File: config.mk
export PLATFORM = sky130hd
export DESIGN_NAME = master_trigger_link_control
export DESIGN_NICKNAME = d
export VERILOG_FILES = /design/src/shared/link_ctrl_pkg.sv /design/src/shared/prbs_if.sv /design/src/hw/master_trigger_link_control.sv /design/src/hw/prbs_engine.sv
export SDC_FILE = /design/constraint.sdc
export NUM_CORES = 1
export LEC_CHECK = 0
export BUFFER_PORTS_ARGS = -buffer_cell sky130_fd_sc_hd__buf_2
export CAP_MARGIN = 15
export CORE_MARGIN = 2
export CORE_UTILIZATION = 60
export DETAILED_ROUTE_END_ITERATION = 12
export GPL_TIMING_DRIVEN = 0
export PLACE_DENSITY_LB_ADDON = 0.25
export SYNTH_ARGS = -nofsm -noshare
export SYNTH_HDL_FRONTEND = slang
export SYNTH_SLANG_ARGS = --single-unit
File: constraint.sdc
create_clock -name aclk -period 6.45 [get_ports aclk]
set_input_delay 0.645 -clock aclk [delete_from_list [all_inputs] [get_ports aclk]]
set_output_delay 0.645 -clock aclk [all_outputs]
set_load 0.05 [all_outputs]
File: src/shared/link_ctrl_pkg.sv
package link_ctrl_pkg;

	// ----------------------------------------
	// Timing
	// ----------------------------------------
	localparam int CLK_PERIOD_PS = 8000;
	localparam int SAMPLE_STEP_PS = 2500;
	localparam int SAMPLES_PER_CLK = CLK_PERIOD_PS / SAMPLE_STEP_PS;

	// ----------------------------------------
	// Register offsets
	// ----------------------------------------
	localparam logic [7:0] ADDR_CTRL = 8'h00;
	localparam logic [7:0] ADDR_CMD = 8'h04;
	localparam logic [7:0] ADDR_MAP = 8'h08;
	localparam logic [7:0] ADDR_STATUS = 8'h0C;
	localparam logic [7:0] ADDR_RX_CNT = 8'h10;
	localparam logic [7:0] ADDR_RX_ERR = 8'h14;
	localparam logic [7:0] ADDR_TX_CNT = 8'h18;
	localparam logic [7:0] ADDR_BERT_ERR = 8'h1C;

	// ----------------------------------------
	// Field positions and reset values
	// ----------------------------------------
	localparam int CTRL_RX_INV = 0;
	localparam int CTRL_TX_INV = 1;
	localparam int CTRL_PATTERN = 2;
	localparam int CTRL_BERT_ENA = 4;
	localparam int CTRL_BERT_RX = 5;
	localparam int CTRL_BERT_TX = 6;
	localparam int CTRL_SAMPLE_SEL = 8;
	localparam int CTRL_LOOPBACK = 10;
	localparam int CTRL_PRSNT_BYP = 11;
	localparam int CMD_INJECT = 0;
	localparam int CMD_CNT_CLR = 1;
	localparam int CMD_RESTART = 2;
	localparam int CMD_RUN_BEGIN = 3;
	localparam int CMD_RUN_FINISH = 4;
	localparam int STAT_PRESENT = 0;
	localparam int STAT_SYNCED = 1;
	localparam int STAT_TX_BUSY = 2;
	localparam int STAT_SENSE = 3;
	localparam int STAT_STATE = 4;
	localparam logic [7:0] MAP_RESET = 8'hFF;
	localparam logic [1:0] RESP_OKAY = 2'h0;
	localparam logic [1:0] RESP_SLVERR = 2'h2;

	// ----------------------------------------
	// Message frame: start bit, 8 bits MSB first, even parity
	// ----------------------------------------
	localparam logic [3:0] RX_LAST = 4'h8;
	localparam logic [3:0] TX_LAST = 4'h9;
	localparam logic [3:0] OP_TRIGGER = 4'h1;
	localparam logic [3:0] OP_RUN_BEGIN_MSG = 4'h2;
	localparam logic [3:0] OP_RUN_FINISH_MSG = 4'h3;
	localparam logic [3:0] OP_BUSY_SET = 4'h8;
	localparam logic [3:0] OP_BUSY_CLR = 4'h9;
	localparam logic [3:0] OP_RUN_BEGIN_REQUEST_MSG = 4'hA;
	localparam logic [3:0] OP_RUN_FINISH_REQUEST_MSG = 4'hB;

	// ----------------------------------------
	// Pattern tester
	// ----------------------------------------
	localparam logic [30:0] PRBS_SEED = 31'h7FFFFFFF;
	localparam logic [5:0] SYNC_GOOD_BITS = 6'h20;

	typedef enum logic [2:0] {
		ST_IDLE = 3'h0,
		ST_WAIT_FE_SET = 3'h1,
		ST_SEND_SET = 3'h3,
		ST_WAIT_FE_CLR = 3'h2,
		ST_SEND_CLR = 3'h6
	} link_state_t;

	function automatic logic prbs_feedback(input logic [30:0] s, input logic [1:0] sel);
		logic fb;
		fb = 1'b0;
		unique case (sel)
			2'h0: fb = s[6] ^ s[5];
			2'h1: fb = s[14] ^ s[13];
			2'h2: fb = s[22] ^ s[17];
			2'h3: fb = s[30] ^ s[27];
		endcase
		return fb;
	endfunction : prbs_feedback

endpackage : link_ctrl_pkg

File: src/shared/prbs_if.sv
`timescale 1ns/1ps
interface prbs_if;
	logic [1:0] pattern;
	logic tx_run;
	logic rx_run;
	logic inject;
	logic rx_bit;
	logic tx_bit;
	logic rx_error;
	logic rx_synced;
	modport engine(input pattern, input tx_run, input rx_run, input inject, input rx_bit,
		output tx_bit, output rx_error, output rx_synced);
	modport ctrl(output pattern, output tx_run, output rx_run, output inject, output rx_bit,
		input tx_bit, input rx_error, input rx_synced);
endinterface : prbs_if

File: src/hw/master_trigger_link_control.sv
`timescale 1ns/1ps
// Overview of operation
// - Invert received bits when receive inversion set
// - Invert transmitted bits when transmit inversion set
// - Pattern selector picks PRBS7/15/23/31
// - Tester enable switches link to pattern mode
// - Receive checker runs while its start is set
// - Generator emits pattern while transmit start set
// - Injections flip one bit each, merged into one while generator stopped
// - Receive sample chosen among four phases
// - Count messages and errors, clear together
// - Loopback answers triggers with busy pair
// - Presence taken from remote enable sense
// - Bypass flag forces master present
// - Wait forever for front-end acknowledges
// - Restart returns state machine to idle
// - Eight-bit map forwards enabled trigger types
// - Masked trigger answered with busy pair
// - Map bits: spill, pedestal, laser, calib, cosmics, aux
// - Software requests run begin message
// - Software requests run finish message
// - Acknowledge run begin with busy pair
// - Acknowledge run finish with busy pair
module master_trigger_link_control
	import link_ctrl_pkg::*;
(
	input wire logic aclk,
	input wire logic aresetn,
	input wire logic [7:0] s_axi_awaddr,
	input wire logic s_axi_awvalid,
	output logic s_axi_awready,
	input wire logic [31:0] s_axi_wdata,
	input wire logic [3:0] s_axi_wstrb,
	input wire logic s_axi_wvalid,
	output logic s_axi_wready,
	output logic [1:0] s_axi_bresp,
	output logic s_axi_bvalid,
	input wire logic s_axi_bready,
	input wire logic [7:0] s_axi_araddr,
	input wire logic s_axi_arvalid,
	output logic s_axi_arready,
	output logic [31:0] s_axi_rdata,
	output logic [1:0] s_axi_rresp,
	output logic s_axi_rvalid,
	input wire logic s_axi_rready,
	input wire logic [3:0] master_rx_samples,
	output logic master_tx_line,
	input wire logic remote_enable_sense,
	output logic master_present,
	output logic fe_trigger,
	output logic [2:0] fe_trigger_type,
	input wire logic fe_busy_ack,
	input wire logic fe_release_ack
);

	// ----------------------------------------
	// State
	// ----------------------------------------
	typedef struct packed {
		logic [3:0] rx_sync1;
		logic [3:0] rx_sync2;
		logic sense_sync1;
		logic sense_sync2;
		logic rx_invert;
		logic tx_invert;
		logic [1:0] pattern;
		logic bert_enable;
		logic bert_rx_run;
		logic bert_tx_run;
		logic [1:0] sample_sel;
		logic loopback;
		logic presence_bypass;
		logic [7:0] trigger_forward_map;
		logic inject;
		logic run_begin_pend;
		logic run_finish_pend;
		logic rx_active;
		logic [3:0] rx_cnt;
		logic [8:0] rx_shift;
		logic tx_busy;
		logic [3:0] tx_cnt;
		logic [9:0] tx_shift;
		logic tx_line;
		link_state_t state;
		logic auto_ack;
		logic fe_trigger;
		logic [2:0] fe_trigger_type;
		logic present;
		logic [31:0] rx_count;
		logic [31:0] rx_err_count;
		logic [31:0] tx_count;
		logic [31:0] bert_err_count;
		logic awready;
		logic wready;
		logic bvalid;
		logic [1:0] bresp;
		logic [7:0] aw_addr;
		logic [31:0] w_data;
		logic [3:0] w_strb;
		logic arready;
		logic rvalid;
		logic [1:0] rresp;
		logic [31:0] rdata;
	} link_regs_t;

	link_regs_t r;
	link_regs_t next_r;
	logic rx_data;

	prbs_if pl();

	prbs_engine u_prbs (
		.aclk(aclk),
		.aresetn(aresetn),
		.link(pl.engine)
	);

	// ----------------------------------------
	// Helpers
	// ----------------------------------------
	function automatic logic [31:0] merge_bytes(input logic [31:0] old_w, input logic [31:0] new_w,
		input logic [3:0] strb);
		logic [31:0] res;
		res = old_w;
		for (int i = 0; i < 4; i++)
		begin
			if (strb[i])
			begin
				res[8*i +: 8] = new_w[8*i +: 8];
			end
		end
		return res;
	endfunction : merge_bytes

	// Clear and increment in one cycle leaves a count of one, so no event is lost
	function automatic logic [31:0] count_next(input logic [31:0] cnt, input logic clr, input logic inc);
		logic [31:0] base;
		base = clr ? 32'h00000000 : cnt;
		return base + {31'h00000000, inc};
	endfunction : count_next

	assign rx_data = r.rx_sync2[r.sample_sel] ^ r.rx_invert;
	assign pl.rx_bit = rx_data;
	assign pl.pattern = r.pattern;
	assign pl.tx_run = r.bert_enable & r.bert_tx_run;
	assign pl.rx_run = r.bert_enable & r.bert_rx_run;
	assign pl.inject = r.inject;

	always_comb
	begin
		logic [31:0] ctrl_word;
		logic [31:0] status_word;
		logic [31:0] wval;
		logic do_write;
		logic cmd_ok;
		logic cnt_clr;
		logic restart;
		logic rx_done;
		logic rx_err;
		logic msg_ok;
		logic [7:0] msg;
		logic tx_free;
		logic tx_load;
		logic [7:0] tx_msg;
		ctrl_word = 32'h00000000;
		ctrl_word[CTRL_RX_INV] = r.rx_invert;
		ctrl_word[CTRL_TX_INV] = r.tx_invert;
		ctrl_word[CTRL_PATTERN +: 2] = r.pattern;
		ctrl_word[CTRL_BERT_ENA] = r.bert_enable;
		ctrl_word[CTRL_BERT_RX] = r.bert_rx_run;
		ctrl_word[CTRL_BERT_TX] = r.bert_tx_run;
		ctrl_word[CTRL_SAMPLE_SEL +: 2] = r.sample_sel;
		ctrl_word[CTRL_LOOPBACK] = r.loopback;
		ctrl_word[CTRL_PRSNT_BYP] = r.presence_bypass;
		status_word = 32'h00000000;
		status_word[STAT_PRESENT] = r.present;
		status_word[STAT_SYNCED] = pl.rx_synced;
		status_word[STAT_TX_BUSY] = r.tx_busy;
		status_word[STAT_SENSE] = r.sense_sync2;
		status_word[STAT_STATE +: 3] = r.state;
		wval = 32'h00000000;
		do_write = 1'b0;
		cmd_ok = 1'b0;
		rx_done = 1'b0;
		rx_err = 1'b0;
		msg_ok = 1'b0;
		msg = 8'h00;
		tx_load = 1'b0;
		tx_msg = 8'h00;
		cnt_clr = 1'b0;
		restart = 1'b0;
		tx_free = 1'b0;
		next_r = r;
		next_r.inject = 1'b0;
		next_r.fe_trigger = 1'b0;

		// ----------------------------------------
		// Synchronisers and presence
		// ----------------------------------------
		next_r.rx_sync1 = master_rx_samples;
		next_r.rx_sync2 = r.rx_sync1;
		next_r.sense_sync1 = remote_enable_sense;
		next_r.sense_sync2 = r.sense_sync1;
		next_r.present = r.presence_bypass | r.sense_sync2;

		// ----------------------------------------
		// Register bus slave
		// ----------------------------------------
		if (r.awready && s_axi_awvalid)
		begin
			next_r.awready = 1'b0;
			next_r.aw_addr = s_axi_awaddr;
		end
		if (r.wready && s_axi_wvalid)
		begin
			next_r.wready = 1'b0;
			next_r.w_data = s_axi_wdata;
			next_r.w_strb = s_axi_wstrb;
		end
		if (!r.awready && !r.wready && !r.bvalid)
		begin
			do_write = 1'b1;
			next_r.bvalid = 1'b1;
			next_r.bresp = RESP_OKAY;
			unique case (r.aw_addr)
				ADDR_CTRL:
				begin
					wval = merge_bytes(ctrl_word, r.w_data, r.w_strb);
					next_r.rx_invert = wval[CTRL_RX_INV];
					next_r.tx_invert = wval[CTRL_TX_INV];
					next_r.pattern = wval[CTRL_PATTERN +: 2];
					next_r.bert_enable = wval[CTRL_BERT_ENA];
					next_r.bert_rx_run = wval[CTRL_BERT_RX];
					next_r.bert_tx_run = wval[CTRL_BERT_TX];
					next_r.sample_sel = wval[CTRL_SAMPLE_SEL +: 2];
					next_r.loopback = wval[CTRL_LOOPBACK];
					next_r.presence_bypass = wval[CTRL_PRSNT_BYP];
				end
				ADDR_MAP:
				begin
					wval = merge_bytes({24'h000000, r.trigger_forward_map}, r.w_data, r.w_strb);
					next_r.trigger_forward_map = wval[7:0];
				end
				ADDR_CMD: cmd_ok = r.w_strb[0];
				ADDR_STATUS, ADDR_RX_CNT, ADDR_RX_ERR, ADDR_TX_CNT, ADDR_BERT_ERR:;
				default: next_r.bresp = RESP_SLVERR;
			endcase
		end
		if (r.bvalid && s_axi_bready)
		begin
			next_r.bvalid = 1'b0;
			next_r.awready = 1'b1;
			next_r.wready = 1'b1;
		end
		if (r.arready && s_axi_arvalid)
		begin
			next_r.arready = 1'b0;
			next_r.rvalid = 1'b1;
			next_r.rresp = RESP_OKAY;
			unique case (s_axi_araddr)
				ADDR_CTRL: next_r.rdata = ctrl_word;
				ADDR_CMD: next_r.rdata = 32'h00000000;
				ADDR_MAP: next_r.rdata = {24'h000000, r.trigger_forward_map};
				ADDR_STATUS: next_r.rdata = status_word;
				ADDR_RX_CNT: next_r.rdata = r.rx_count;
				ADDR_RX_ERR: next_r.rdata = r.rx_err_count;
				ADDR_TX_CNT: next_r.rdata = r.tx_count;
				ADDR_BERT_ERR: next_r.rdata = r.bert_err_count;
				default:
				begin
					next_r.rdata = 32'h00000000;
					next_r.rresp = RESP_SLVERR;
				end
			endcase
		end
		if (r.rvalid && s_axi_rready)
		begin
			next_r.rvalid = 1'b0;
			next_r.arready = 1'b1;
		end
		cnt_clr = do_write && cmd_ok && r.w_data[CMD_CNT_CLR];
		restart = do_write && cmd_ok && r.w_data[CMD_RESTART];
		next_r.inject = do_write && cmd_ok && r.w_data[CMD_INJECT];

		// ----------------------------------------
		// Message receiver
		// ----------------------------------------
		// In tester mode the line carries pattern bits, so framing is held off
		if (r.bert_enable)
		begin
			next_r.rx_active = 1'b0;
		end
		else if (!r.rx_active)
		begin
			if (rx_data)
			begin
				next_r.rx_active = 1'b1;
				next_r.rx_cnt = 4'h0;
			end
		end
		else
		begin
			next_r.rx_shift = {r.rx_shift[7:0], rx_data};
			next_r.rx_cnt = r.rx_cnt + 4'h1;
			if (r.rx_cnt == RX_LAST)
			begin
				next_r.rx_active = 1'b0;
				rx_done = r.present;
			end
		end
		msg = r.rx_shift[7:0];
		if (rx_done)
		begin
			rx_err = (^{msg, rx_data}) ||
				!(msg[7:4] == OP_TRIGGER || msg[7:4] == OP_RUN_BEGIN_MSG || msg[7:4] == OP_RUN_FINISH_MSG);
			msg_ok = !rx_err;
		end

		// ----------------------------------------
		// Interface state machine
		// ----------------------------------------
		tx_free = !r.tx_busy && !r.bert_enable;
		unique case (r.state)
			ST_IDLE:
			begin
				if (msg_ok)
				begin
					if (msg[7:4] != OP_TRIGGER)
					begin
						next_r.state = ST_SEND_SET;
						next_r.auto_ack = 1'b1;
					end
					else if (r.loopback || !r.trigger_forward_map[msg[2:0]])
					begin
						next_r.state = ST_SEND_SET;
						next_r.auto_ack = 1'b1;
					end
					else
					begin
						next_r.fe_trigger = 1'b1;
						next_r.fe_trigger_type = msg[2:0];
						next_r.state = ST_WAIT_FE_SET;
						next_r.auto_ack = 1'b0;
					end
				end
				else if (tx_free && r.run_begin_pend)
				begin
					tx_load = 1'b1;
					tx_msg = {OP_RUN_BEGIN_REQUEST_MSG, 4'h0};
					next_r.run_begin_pend = 1'b0;
				end
				else if (tx_free && r.run_finish_pend)
				begin
					tx_load = 1'b1;
					tx_msg = {OP_RUN_FINISH_REQUEST_MSG, 4'h0};
					next_r.run_finish_pend = 1'b0;
				end
			end
			ST_WAIT_FE_SET:
			begin
				if (fe_busy_ack)
				begin
					next_r.state = ST_SEND_SET;
				end
			end
			ST_SEND_SET:
			begin
				if (tx_free)
				begin
					tx_load = 1'b1;
					tx_msg = {OP_BUSY_SET, 4'h0};
					next_r.state = r.auto_ack ? ST_SEND_CLR : ST_WAIT_FE_CLR;
				end
			end
			ST_WAIT_FE_CLR:
			begin
				if (fe_release_ack)
				begin
					next_r.state = ST_SEND_CLR;
				end
			end
			ST_SEND_CLR:
			begin
				if (tx_free)
				begin
					tx_load = 1'b1;
					tx_msg = {OP_BUSY_CLR, 4'h0};
					next_r.state = ST_IDLE;
				end
			end
			default: next_r.state = ST_IDLE;
		endcase
		if (restart)
		begin
			next_r.state = ST_IDLE;
			next_r.auto_ack = 1'b0;
		end
		// A request written while an older one is sent stays pending
		if (do_write && cmd_ok && r.w_data[CMD_RUN_BEGIN])
		begin
			next_r.run_begin_pend = 1'b1;
		end
		if (do_write && cmd_ok && r.w_data[CMD_RUN_FINISH])
		begin
			next_r.run_finish_pend = 1'b1;
		end

		// ----------------------------------------
		// Message transmitter and line driver
		// ----------------------------------------
		if (tx_load)
		begin
			next_r.tx_busy = 1'b1;
			next_r.tx_cnt = 4'h0;
			next_r.tx_shift = {1'b1, tx_msg, ^tx_msg};
		end
		else if (r.tx_busy)
		begin
			next_r.tx_shift = {r.tx_shift[8:0], 1'b0};
			next_r.tx_cnt = r.tx_cnt + 4'h1;
			if (r.tx_cnt == TX_LAST)
			begin
				next_r.tx_busy = 1'b0;
			end
		end
		next_r.tx_line = (r.bert_enable ? pl.tx_bit : (r.tx_busy & r.tx_shift[9])) ^ r.tx_invert;

		// ----------------------------------------
		// Counters
		// ----------------------------------------
		next_r.rx_count = count_next(r.rx_count, cnt_clr, rx_done);
		next_r.rx_err_count = count_next(r.rx_err_count, cnt_clr, rx_err);
		next_r.tx_count = count_next(r.tx_count, cnt_clr, tx_load);
		next_r.bert_err_count = count_next(r.bert_err_count, cnt_clr, pl.rx_error);
	end

	always_ff @(posedge aclk)
	begin
		if (!aresetn)
		begin
			r <= '0;
			r.trigger_forward_map <= MAP_RESET;
			r.state <= ST_IDLE;
			r.awready <= 1'b1;
			r.wready <= 1'b1;
			r.arready <= 1'b1;
		end
		else
		begin
			r <= next_r;
		end
	end

	assign s_axi_awready = r.awready;
	assign s_axi_wready = r.wready;
	assign s_axi_bresp = r.bresp;
	assign s_axi_bvalid = r.bvalid;
	assign s_axi_arready = r.arready;
	assign s_axi_rdata = r.rdata;
	assign s_axi_rresp = r.rresp;
	assign s_axi_rvalid = r.rvalid;
	assign master_tx_line = r.tx_line;
	assign master_present = r.present;
	assign fe_trigger = r.fe_trigger;
	assign fe_trigger_type = r.fe_trigger_type;

endmodule : master_trigger_link_control

File: src/hw/prbs_engine.sv
`timescale 1ns/1ps
module prbs_engine
	import link_ctrl_pkg::*;
(
	input wire logic aclk,
	input wire logic aresetn,
	prbs_if.engine link
);

	typedef struct packed {
		logic [30:0] gen;
		logic [30:0] chk;
		logic inject_pend;
		logic tx_bit;
		logic rx_error;
		logic [5:0] good_cnt;
		logic synced;
	} prbs_state_t;

	prbs_state_t r;
	prbs_state_t next_r;

	always_comb
	begin
		logic fb;
		fb = prbs_feedback(r.gen, link.pattern);
		next_r = r;
		next_r.rx_error = 1'b0;
		// ----------------------------------------
		// Generator
		// ----------------------------------------
		if (link.tx_run)
		begin
			next_r.gen = {r.gen[29:0], fb};
			next_r.tx_bit = fb ^ r.inject_pend;
			next_r.inject_pend = link.inject;
		end
		else
		begin
			next_r.tx_bit = 1'b0;
			next_r.inject_pend = r.inject_pend | link.inject;
		end
		// ----------------------------------------
		// Self-synchronising checker
		// ----------------------------------------
		// One line error shows as up to three mismatches, since it passes both taps
		if (link.rx_run)
		begin
			next_r.chk = {r.chk[29:0], link.rx_bit};
			if (prbs_feedback(r.chk, link.pattern) != link.rx_bit)
			begin
				next_r.good_cnt = 6'h00;
				next_r.rx_error = r.synced;
			end
			else if (r.good_cnt != SYNC_GOOD_BITS)
			begin
				next_r.good_cnt = r.good_cnt + 6'h01;
			end
			else
			begin
				next_r.synced = 1'b1;
			end
		end
		else
		begin
			next_r.good_cnt = 6'h00;
			next_r.synced = 1'b0;
		end
	end

	always_ff @(posedge aclk)
	begin
		if (!aresetn)
		begin
			r <= '0;
			r.gen <= PRBS_SEED;
		end
		else
		begin
			r <= next_r;
		end
	end

	assign link.tx_bit = r.tx_bit;
	assign link.rx_error = r.rx_error;
	assign link.rx_synced = r.synced;

endmodule : prbs_engine

Word-level counts from Yosys, hierarchy flattened:

Cells that the tools add are included.

* bits of input ports: 66
* flip-flop bits (word level): 333
* output and inout bits: 47

* bitwise operators: 25
* equal/unequal tests: 37
* mux-type cells: 59
* reduce and logical (&&, ||, !) cells: 64
* order comparisons: 2
* $add $sub $neg: 7

Operators by type and width (count)
* 32-bit one-hot mux with 7 select lines: 1
* 32-bit by 1-bit adder with 32-bit output: 4
* 32-bit 2-to-1 mux: 4
* 8-bit by 5-bit == test with 1-bit output (second input constant): 8
* 8-bit 2-to-1 mux: 6
* 8-bit by 4-bit == test with 1-bit output (second input constant): 4
* 15-bit 2-to-1 mux: 2
* 8-bit one-hot mux with 3 select lines: 1
* 1-bit 2-to-1 mux: 23
* 3-bit 2-to-1 mux: 6
* 8-bit by 3-bit == test with 1-bit output (second input constant): 2
* 1-bit logical AND: 16
* 8-bit logical NOT: 2
* 8-bit OR reduction: 2
* 3-bit one-hot mux with 5 select lines: 1
* 3-bit AND reduction: 5
* 4-bit 2-to-1 mux: 3
* 2-bit AND reduction: 6
* 2-bit nonzero test: 6
* 2-bit OR reduction: 6
* 1-bit XOR: 11
* 2-bit 2-to-1 mux: 5
* 5-bit 2-to-1 mux: 2
* 2-bit inequality test (second input constant): 5
* other kinds (33): 63

Logic depth before layout (Yosys ltp):

Gate-level depths: netlist (run 1).

* word-level depth: 11
* depth in mapped cells: 16

By module:

A second synthesis (run 1) with hierarchy kept.

* cell total of the unflattened synthesis: 1673
* area total of the unflattened synthesis: 14978.1 um2

Modules (own cells, without submodules)
* master_trigger_link_control: area each 12191.7 um2, cells an instance 1414, instances 1, seq. area each 5185.0 um2
* prbs_engine: area each 2786.4 um2, cells an instance 259, instances 1, seq. area each 1441.4 um2

Worst setup path before layout (run 1):

No wires, ideal clock.

* path kind: reg2reg
* from: register r (netlist bit s_axi_wready)
* to: register r[211] (netlist bit)
* library setup time: 0.117 ns
* path slack: 3.004 ns
* data arrival time: 3.329 ns
* cell stages (with the launch flop): 14
* clock period less this slack: 3.446 ns
* required time: 6.333 ns
* cells stage by stage: dfxtp_1 > or4_1 > or4_1 > buf_2 > clkbuf_1 > and2_1 > ha_1 > ha_1 > nand2_1 > nor4_1 > and4b_1 > and3_1 > xnor2_1 > nor2_1

* cells in the longest elaborated chain, start to end: 8
* elaborated cells between the ends (all ways): 9

Ends and longest elaborated chain
* from (decl): line master_trigger_link_control.sv:106 `link_regs_t r;`
* from (signal assigned): line master_trigger_link_control.sv:450 `r <= next_r;`
* 1-bit logical NOT *: line master_trigger_link_control.sv:220 `if (!r.awready && !r.wready && !r.bvalid)`
* 1-bit logical AND * (2 in series): line master_trigger_link_control.sv:220
* 1-bit 2-to-1 mux: line master_trigger_link_control.sv:220
* 1-bit logical AND * (2 in series): line master_trigger_link_control.sv:281 `cnt_clr = do_write && cmd_ok && r.w_data[CMD_CNT_CLR];`
* 32-bit 2-to-1 mux *: line master_trigger_link_control.sv:138 `base = clr ? 32'h00000000 : cnt;`
* 32-bit by 1-bit adder with 32-bit output *: line master_trigger_link_control.sv:139 `return base + {31'h00000000, inc};`

Every way passes the cells marked *; elsewhere a longest branch is shown, timed or not.
A chain may end at the register's enable or synchronous reset.

Worst setup path after layout (run 1):

* from: register r[265] (netlist bit)
* to: register r[141] (netlist bit)

* cells in the longest elaborated chain, start to end: 10

Ends and longest elaborated chain
* 1-bit binary-select mux with 2-bit select: line master_trigger_link_control.sv:142 `assign rx_data = r.rx_sync2[r.sample_sel] ^ r.rx_invert;`
* 1-bit 2-to-1 mux (not written as such): line master_trigger_link_control.sv:142
* 1-bit XOR: line master_trigger_link_control.sv:142
* 9-bit parity: line master_trigger_link_control.sv:314 `rx_err = (^{msg, rx_data}) ||`
* 1-bit logical OR: line master_trigger_link_control.sv:314
* 1-bit logical NOT: line master_trigger_link_control.sv:316 `msg_ok = !rx_err;`
* 1-bit 2-to-1 mux: line master_trigger_link_control.sv:312 `if (rx_done)`
* 1-bit 2-to-1 mux: line master_trigger_link_control.sv:326 `if (msg_ok)`
* 1-bit one-hot mux with 2 select lines: line master_trigger_link_control.sv:323 `unique case (r.state)`
* 32-bit by 1-bit adder with 32-bit output: line master_trigger_link_control.sv:139

No other way between the ends. The select of a mux whose other input is x is not followed.

==> results of run 1 <==
==> stage by stage <==
stage / cells / instance area, um2 / hold WS (ns)
floorplan: 1762 / 14800 / 0.412
global placement: 2172 / 15600 / 0.414
detailed placement: 2177 / 15700 / 0.422
CTS: 2240 / 16800 / 0.318
global route: 2241 / 16800 / 0.322
finish: 2241 / 16800 / 0.321
==> sequential cells by signal, summed over array words and instances (netlist names), 2 cells and up <==
signal / flops
pl.pattern: 2
r: 206
fe_trigger_type: 3
s_axi_rdata: 32
u_prbs.r: 69
next_r: 5
==> cells in the final DEF (no fill, tap or decap), types with 7 or more instances in the layout <==
cell type / instances
sky130_fd_sc_hd__and2_1: 36
sky130_fd_sc_hd__a21oi_1: 143
sky130_fd_sc_hd__and3_1: 22
sky130_fd_sc_hd__clkbuf_16: 37
sky130_fd_sc_hd__nand4_1: 28
sky130_fd_sc_hd__nor4_1: 16
sky130_fd_sc_hd__nor2_1: 190
sky130_fd_sc_hd__dfxtp_1: 331
sky130_fd_sc_hd__xor2_1: 50
sky130_fd_sc_hd__nand3_1: 87
sky130_fd_sc_hd__o21ai_0: 30
sky130_fd_sc_hd__clkbuf_1: 95
sky130_fd_sc_hd__nor3_1: 30
sky130_fd_sc_hd__or3_1: 25
sky130_fd_sc_hd__and4_1: 12
sky130_fd_sc_hd__inv_1: 27
sky130_fd_sc_hd__clkinv_2: 7
sky130_fd_sc_hd__o211ai_1: 12
sky130_fd_sc_hd__ha_1: 14
sky130_fd_sc_hd__mux2_2: 8
sky130_fd_sc_hd__buf_2: 97
sky130_fd_sc_hd__a22oi_1: 58
sky130_fd_sc_hd__xnor2_1: 60
sky130_fd_sc_hd__nand2_1: 287
sky130_fd_sc_hd__or4_1: 14
sky130_fd_sc_hd__buf_4: 42
sky130_fd_sc_hd__mux2i_1: 36
==> power by group <==
group,internal (mW),leakage (nW),switching [mW]
clock network,1.20,0.574,0.835
registers,2.06,2.67,0.0125
logic,0.0434,2.93,0.117
total,3.31,6.18,0.964
==> cells by family after synthesis <==
logic type | Yosys count | synth area share
simple gates | 786 | 0.253
flops | 331 | 0.448
buf+inv | 170 | 0.0548
other cells | 1 | 0.000253
compound gates | 296 | 0.124
xor+xnor | 114 | 0.0703
mux | 49 | 0.0380
fa+ha+maj | 14 | 0.0118
==> final timing paths <==
path,from,end
setup reg to reg,r[265],r[141]
hold / removal,master_rx_samples[1],next_r[277]
hold reg to reg,next_r[276],r[276]
setup / recovery,r[265],r[141]
==> layout make-up <==
type,instances,share of cell area
inverter,28,0.00624
multi-input combinational,1261,0.438
tap,324,0.0241
clock inverter,11,0.00668
timing repair buffer,92,0.0281
clock buffer,52,0.0619
buffer,142,0.0419
sequential,331,0.393
==> worst reg2reg max path, cell delays in order, from the launching register on <==
cell                       delay [ns]
sky130_fd_sc_hd__dfxtp_1         0.44
sky130_fd_sc_hd__mux4_2          0.57
sky130_fd_sc_hd__xnor2_2         0.53
sky130_fd_sc_hd__xnor2_2         0.29
sky130_fd_sc_hd__a21boi_1        0.59
sky130_fd_sc_hd__nand2b_1        0.30
sky130_fd_sc_hd__inv_1           0.08
sky130_fd_sc_hd__ha_1            0.19
sky130_fd_sc_hd__ha_1            0.22
sky130_fd_sc_hd__nand2_1         0.14
sky130_fd_sc_hd__or3_1           0.15
sky130_fd_sc_hd__clkbuf_1        0.39
sky130_fd_sc_hd__nor2_1          0.11
sky130_fd_sc_hd__xor2_1          0.18
sky130_fd_sc_hd__nor2_1          0.06
==> layer usage <==
metal | up-vias | share of wire
met2 | 591 | 0.46
li1 | 6338 | -
met5 | - | 0
met4 | 0 | 0.060
met1 | 6389 | 0.40
met3 | 149 | 0.076
==> impl.org, run 1 <==
** Floorplanning
- 113 I/O pins were placed.
- Cell row count :: 57
- Horizontal die dimension :: 161 um
- Initial Utilization :: 0.610
- Full die area :: 0.0259 mm2
- Placeable core area :: 0.0242 mm2
- In this run the vertical extent of the chip is 161 um.

** Status
- Result of the run :: finished, final reports clean

** Power
- Final Total Pwr :: 4.27 mW
- Leakage dissipation :: 6.18 nW
- Pwr per Cell Area :: 254 mW/mm2
- The worst-case IR drop observed on VDD is 0.195 mV.

** CTS
- The later pin in the worst-skew pair is clocked with a latency of 0.54 ns.
- Buffers inserted to repair hold after CTS numbered 0.
- CTS placed an instance of sky130_fd_sc_hd__clkbuf_16 at the clock tree root.
- Post-CTS timing repair inserted 0 buffers for setup.
- TritonCTS built the clock tree.
- H-Tree Level Count :: 2
- CTS buffer count :: 36
- Buffers from clock root to sink, at most :: 3
- Clock-pin slew was measured on the worst setup and hold paths at 0.06 ns.
- After clock tree synthesis, the repair step resized 0 gates.
- # clock sinks :: 331

** Yosys
- The share of synthesized area in the top cell type comes to 0.448.
- Async set or reset register ratio after synthesis :: 0
- After synthesis the netlist holds a flip-flop and latch count of 331.
- Number of flops mapped to enable cells by yosys :: 0
- Mean post-synth cell area :: 8.40 um2
- Counting every instance in the synthesized netlist gives 1761.
- Post-synthesis instance area :: 0.0148 mm2
- Largest area contributor in the synthesized netlist :: sky130_fd_sc_hd__dfxtp_1
- For this run, the register share of the synthesized area comes to 0.448.
- The commonest cells after synthesis are sky130_fd_sc_hd__dfxtp_1 (331), sky130_fd_sc_hd__nand2_1 (287), sky130_fd_sc_hd__nor2_1 (190).
- Distinct cell type count of the synthesized netlist :: 76
- Yosys attributes the largest share of cell area to sky130_fd_sc_hd__dfxtp_1 (45%), sky130_fd_sc_hd__nand2_1 (7.3%), sky130_fd_sc_hd__a21oi_1 (4.8%).
- In the synthesized netlist the dominant register cell turns out to be sky130_fd_sc_hd__dfxtp_1.
- Number of warnings printed during yosys synthesis :: 0
- In the post-synthesis netlist, the cell with the most instances is sky130_fd_sc_hd__dfxtp_1.

** Worst setup path
- On the worst path, the slowest cell contributes a delay of 0.59 ns.
- STA classifies the critical path endpoint as a register.
- The critical path goes through mux4_2 > xnor2_2 > xnor2_2 > a21boi_1 > nand2b_1 > inv_1 > ha_1 > ha_1 > nand2_1 > or3_1 > clkbuf_1 > nor2_1 > xor2_1 > nor2_1.
- The worst setup path is of the register to register kind.
- Worst reg2reg setup slack :: 2.06 ns
- Critical path arrival :: 4.76 ns
- Grouping stages by cell kind, the critical path spends the most delay in XOR/XNOR gates.
- Critical path depth :: 14
- In this run the worst path has a maximum fanout of 10.
- For the worst setup path, the data required time is 6.83 ns.
- Count of buffering cells on the critical path with inverters included :: 2
- Startpoint Class :: register
- Critical-path cell with the highest stage delay :: sky130_fd_sc_hd__a21boi_1
- The worst register-to-register path has a depth of 14.

** Timing
- At the pin with the least slew margin, the transition time is 1.13 ns.
- RSZ-0062 raised after global routing :: false
- Setup Viol. Count Final :: 0
- In the final timing run, aggregate negative setup slack is 0 ns.
- Final min period :: 4.39 ns
- Final period util :: 0.680
- Final Max Tran Viols :: 0
- Setup slack after layout :: 2.06 ns
- On the final layout, the worst clock skew is 0.0251 ns.
- Number of endpoints with negative hold slack in the final report :: 0
- The worst pin sits at a relative slew slack of 0.243.
- FMAX :: 228 MHz

** Final layout
- Relative to the synthesized area, the layout overhead comes to 13.8%.
- N_diodes :: 0
- Final-stage net count :: 1972
- Ratio of cells with drive above 1 in the final layout :: 0.117
- Summing all flip-flop and latch instances after layout gives 0.00663 mm2.
- Counting the fill cells in the layout gives 1961.
- Multi-input gate area in the final layout :: 0.00738 mm2
- Post-route core utilization :: 0.695

** Placement
- Placement Setup Slack :: 2.30 ns
- Placer Congestion :: 0.961
- Total of buffers placed on input and output ports :: 86
- Dpl hpwl :: 30200 um

** Global route
- Antenna violations before repair :: 0
- Global routing finished with a remaining overflow of 0.
- GR met3 Demand/Resource :: 0.0588
- Met2 usage in global routing :: 0.536
- Overall track demand over capacity in global routing :: 0.322
- Pin count of the biggest net entering global routing :: 14
- In the global route stage, met1 resource usage came out at 0.395.
- Wire length of the first global-routing pass :: 67000 um
- The via count of the first global-routing pass came to 12.9k.
- Most Crowded Layer GR :: met2

** Worst hold path
- Worst min-delay path category :: input pin to register
- The worst hold path passes through 2 cells.

** Flow run
- Number of maximum-capacitance violations :: 0

** Route
- Number of optimization iterations in the first detailed-route pass :: 9
- Routed wire length :: 41900 um
- Vias per Instance :: 6.01
- Dividing the detail-routed wire length by the instance count gives 18.7 um.
- After detailed routing, the number of remaining DRC violations is 0.
- First DRT Iteration DRCs :: 1502
- Number of routed nets with antenna violations :: 0
- Summing over every cut layer, the via total after detailed routing is 13.5k.
(Power assumes the default switching activity.)
==> inputs of run 2 (changes only) <==
--- a/config.mk
+++ b/config.mk
@@ -8,7 +8,7 @@
 export BUFFER_PORTS_ARGS = -buffer_cell sky130_fd_sc_hd__buf_2
 export CAP_MARGIN = 15
 export CORE_MARGIN = 2
-export CORE_UTILIZATION = 60
+export CORE_UTILIZATION = 54
 export DETAILED_ROUTE_END_ITERATION = 12
 export GPL_TIMING_DRIVEN = 0
 export PLACE_DENSITY_LB_ADDON = 0.25
==> constraint.sdc (replaced) <==
create_clock -name aclk -period 3.9 [get_ports aclk]
set_input_delay 0.39 -clock aclk [delete_from_list [all_inputs] [get_ports aclk]]
set_output_delay 0.39 -clock aclk [all_outputs]
set_load 0.05 [all_outputs]
==> impl.org, run 2 (synthesis gave the netlist of run 1 again) <==
** Status
- Result of the run :: finished, final reports clean

** Worst setup path
- Top cell family by delay on the critical path :: simple AND/OR/NAND/NOR gates
- Delay of the slowest cell on the worst path :: 0.37 ns
- Critical-path maximum fanout :: 10
- Worst setup path category :: register to register
- Chain of cells forming the critical path :: buf_2 > xnor3_1 > xnor3_2 > xnor2_4 > buf_4 > a21boi_1 > nand2b_1 > inv_1 > ha_1 > ha_1 > nand2_1 > or3_1 > clkbuf_2 > or3_1 > a21oi_1
- For the worst setup path, the data required time is 4.35 ns.
- STA classifies the critical path endpoint as a register.
- The worst setup path is launched from a register.
- For this design, the slowest cell found on the critical path is sky130_fd_sc_hd__xnor3_1.
- Counting both buffers and inverters, the worst setup path holds a total of 4.
- Critical path arrival :: 4.20 ns

** Timing
- Pin slew with the least headroom to its limit :: 1.19 ns
- In this run the tightest slew margin relative to its limit is 0.201.
- Setup Viol. Count Final :: 0
- The count of final max-slew check failures was 0.
- The final count of hold timing violations came to 0.
- Subtracting the final worst setup slack from the clock period gives 3.74 ns.
- Derived from the worst setup path, the maximum achievable clock frequency is 267 MHz.
- Hold Slack :: 0.0650 ns
- Worst clock skew :: 0.0220 ns
- Dividing the final minimum period by the clock period gives 0.960.

** Power
- Final Total Pwr :: 7.18 mW
- Pwr per Cell Area :: 422 mW/mm2
- Maximum vdd drop :: 0.291 mV
- The share of total power dissipated in sequential elements is 0.477.
- The internal power of the cells totals 5.56 mW.
- Switching Fraction :: 0.226
- Net switching power figure :: 1.62 mW
- Clk network pwr share :: 0.485
- Leakage dissipation :: 6.24 nW
- Of the total power, combinational logic draws 0.038.

** Final layout
- The filler cells instantiated in the layout total 2302.
- Final-stage net count :: 1973
- Ranked by flip-flop count, first place goes to r.
- Post-route core utilization :: 0.631
- Most frequent cells in the layout :: sky130_fd_sc_hd__dfxtp_1 (330), sky130_fd_sc_hd__nand2_1 (287), sky130_fd_sc_hd__nor2_1 (190)
- After routing the design area is 0.0170 mm2.
- Most frequent standard cell in the layout excluding fill and tap cells :: sky130_fd_sc_hd__dfxtp_1
- Of the cells placed in the final design, the portion with a size suffix greater than 1 is 0.128.
- The register with the most flip-flops in the layout has 206 of them.
- Area delta synth->final :: 14.9%

** Global route
- The first global-routing pass estimated 65800 um of wire.
- Vias in the first global route :: 12.4k
- Overall track demand over capacity in global routing :: 0.289
- Antenna violations before repair :: 1
- Global routing finished with a remaining overflow of 0.
- Pin count of the biggest net entering global routing :: 14

** Floorplanning
- Pin placement for this block handled 113 I/O pins.
- The die is 170 um wide.
- Full die area :: 0.0287 mm2
- Placeable core area :: 0.0270 mm2
- Measured along the y axis, the die boundary spans 170 um.
- After floorplanning, the core was divided into 60 placement rows.
- Initial Utilization :: 0.549

** CTS
- H-Tree Level Count :: 2
- Clk pin slew, worst setup/hold paths :: 0.06 ns
- Buffers inserted during clock tree synthesis total 37.
- Total of hold buffers inserted after clock tree synthesis :: 0
- The clock passes through at most 3 buffers.
- The clock net in this run drives a total of 331 sinks.
- TritonCTS built the clock tree.
- CTS placed an instance of sky130_fd_sc_hd__clkbuf_16 at the clock tree root.
- Clock insertion delay at the later pin of the skew report :: 0.53 ns

** Placement
- The count of buffers added on input and output ports is 86.
- Dpl hpwl :: 30400 um
- Placer Congestion :: 0.955
- Once placement finished, the instance area stood at 0.0157 mm2.

** Route
- For this block, the initial DRC count from the detailed router was 1284.
- Drt wl/cell :: 18.4 um
- In the routed design, unresolved DRC markers number 0.
- After detailed routing, the number of vias per cell comes to 5.87.
- In this run the remaining antenna-violating nets after routing total 0.
- The first TritonRoute pass finished after 5 iterations.
- The routed layout has 13.3k vias.
- After detailed routing, the total wire length is 41700 um.

** Flow run
- Number of maximum-capacitance violations :: 0

** Worst hold path
- Worst min-delay path category :: input pin to register
-- run 2: changes by cell type in the layout (fill, tap and decap cells not counted), sizes merged --
cell / previous run / this run
clkdlybuf4s18: 1 / 0
buf: 147 / 150
bufinv: 2 / 1
diode: 0 / 1
clkinv: 8 / 10
-- run 2: final timing paths --
kind | slack, ns | startpoint | end | depth (start not counted)
worst max-delay path | 0.16 | r[238] | r[139] | 15
worst min-delay path | 0.07 | master_rx_samples[2] | next_r[278] | 2
worst max register to register | 0.16 | r[238] | r[139] | 15
worst min register to register | 0.43 | next_r[278] | r[278] | 1
-- run 2: stage by stage --
step / worst slack (ns) / std cells / setup TNS [ns]
2_1_floorplan: 0.454 / 1762 / 0
3_3_place_gp: -0.777 / 2189 / -13.39
5_1_grt: -0.00414 / 2262 / -0.00414
4_1_cts: 0.0234 / 2261 / 0
3_5_place_dp: -0.361 / 2191 / -3.52
6_report: 0.155 / 2262 / 0
-- run 2: final cells by class --
| type | instances | area (um2) | share of cell area |
|---|---|---|---|
| inverter | 28 | 105 | 0.00618 |
| multi-input combinational | 1261 | 7420 | 0.437 |
| timing repair buffer | 95 | 495 | 0.0291 |
| sequential | 331 | 6630 | 0.390 |
| buffer | 139 | 698 | 0.0411 |
| clock inverter | 12 | 92.6 | 0.00545 |
| tap | 341 | 427 | 0.0251 |
| antenna | 1 | 2.50 | 0.000147 |
| clock buffer | 54 | 1130 | 0.0665 |
-- run 2: per-layer routing --
metal  track usage  up-vias  wire, um  part of all wire
met5             0        -         0                 0
met4         0.142        0      2090             0.050
met3        0.0436      141      2780             0.067
met2         0.479      531     19300              0.46
met1         0.370     6265     17500              0.42
li1              -     6348         -                 -
-- run 2: power groups by stage --
| stage | clock (mW) | combinational [mW] | sequential (mW) |
|---|---|---|---|
| global placement | 0 | 0.254 | 3.50 |
| detailed placement | 0 | 0.257 | 3.50 |
| global route | 3.65 | 0.294 | 3.43 |
| floorplan | 0 | 0.147 | 3.51 |
| finish | 3.48 | 0.274 | 3.43 |
| CTS | 3.50 | 0.267 | 3.43 |
-- run 2: repair_timing --
item                                    4_1_cts  5_1_grt
buffers inserted                              4        1
gates resized for setup                       6        8
endpoints found under the setup margin       18       36
pin swaps                                     2        1
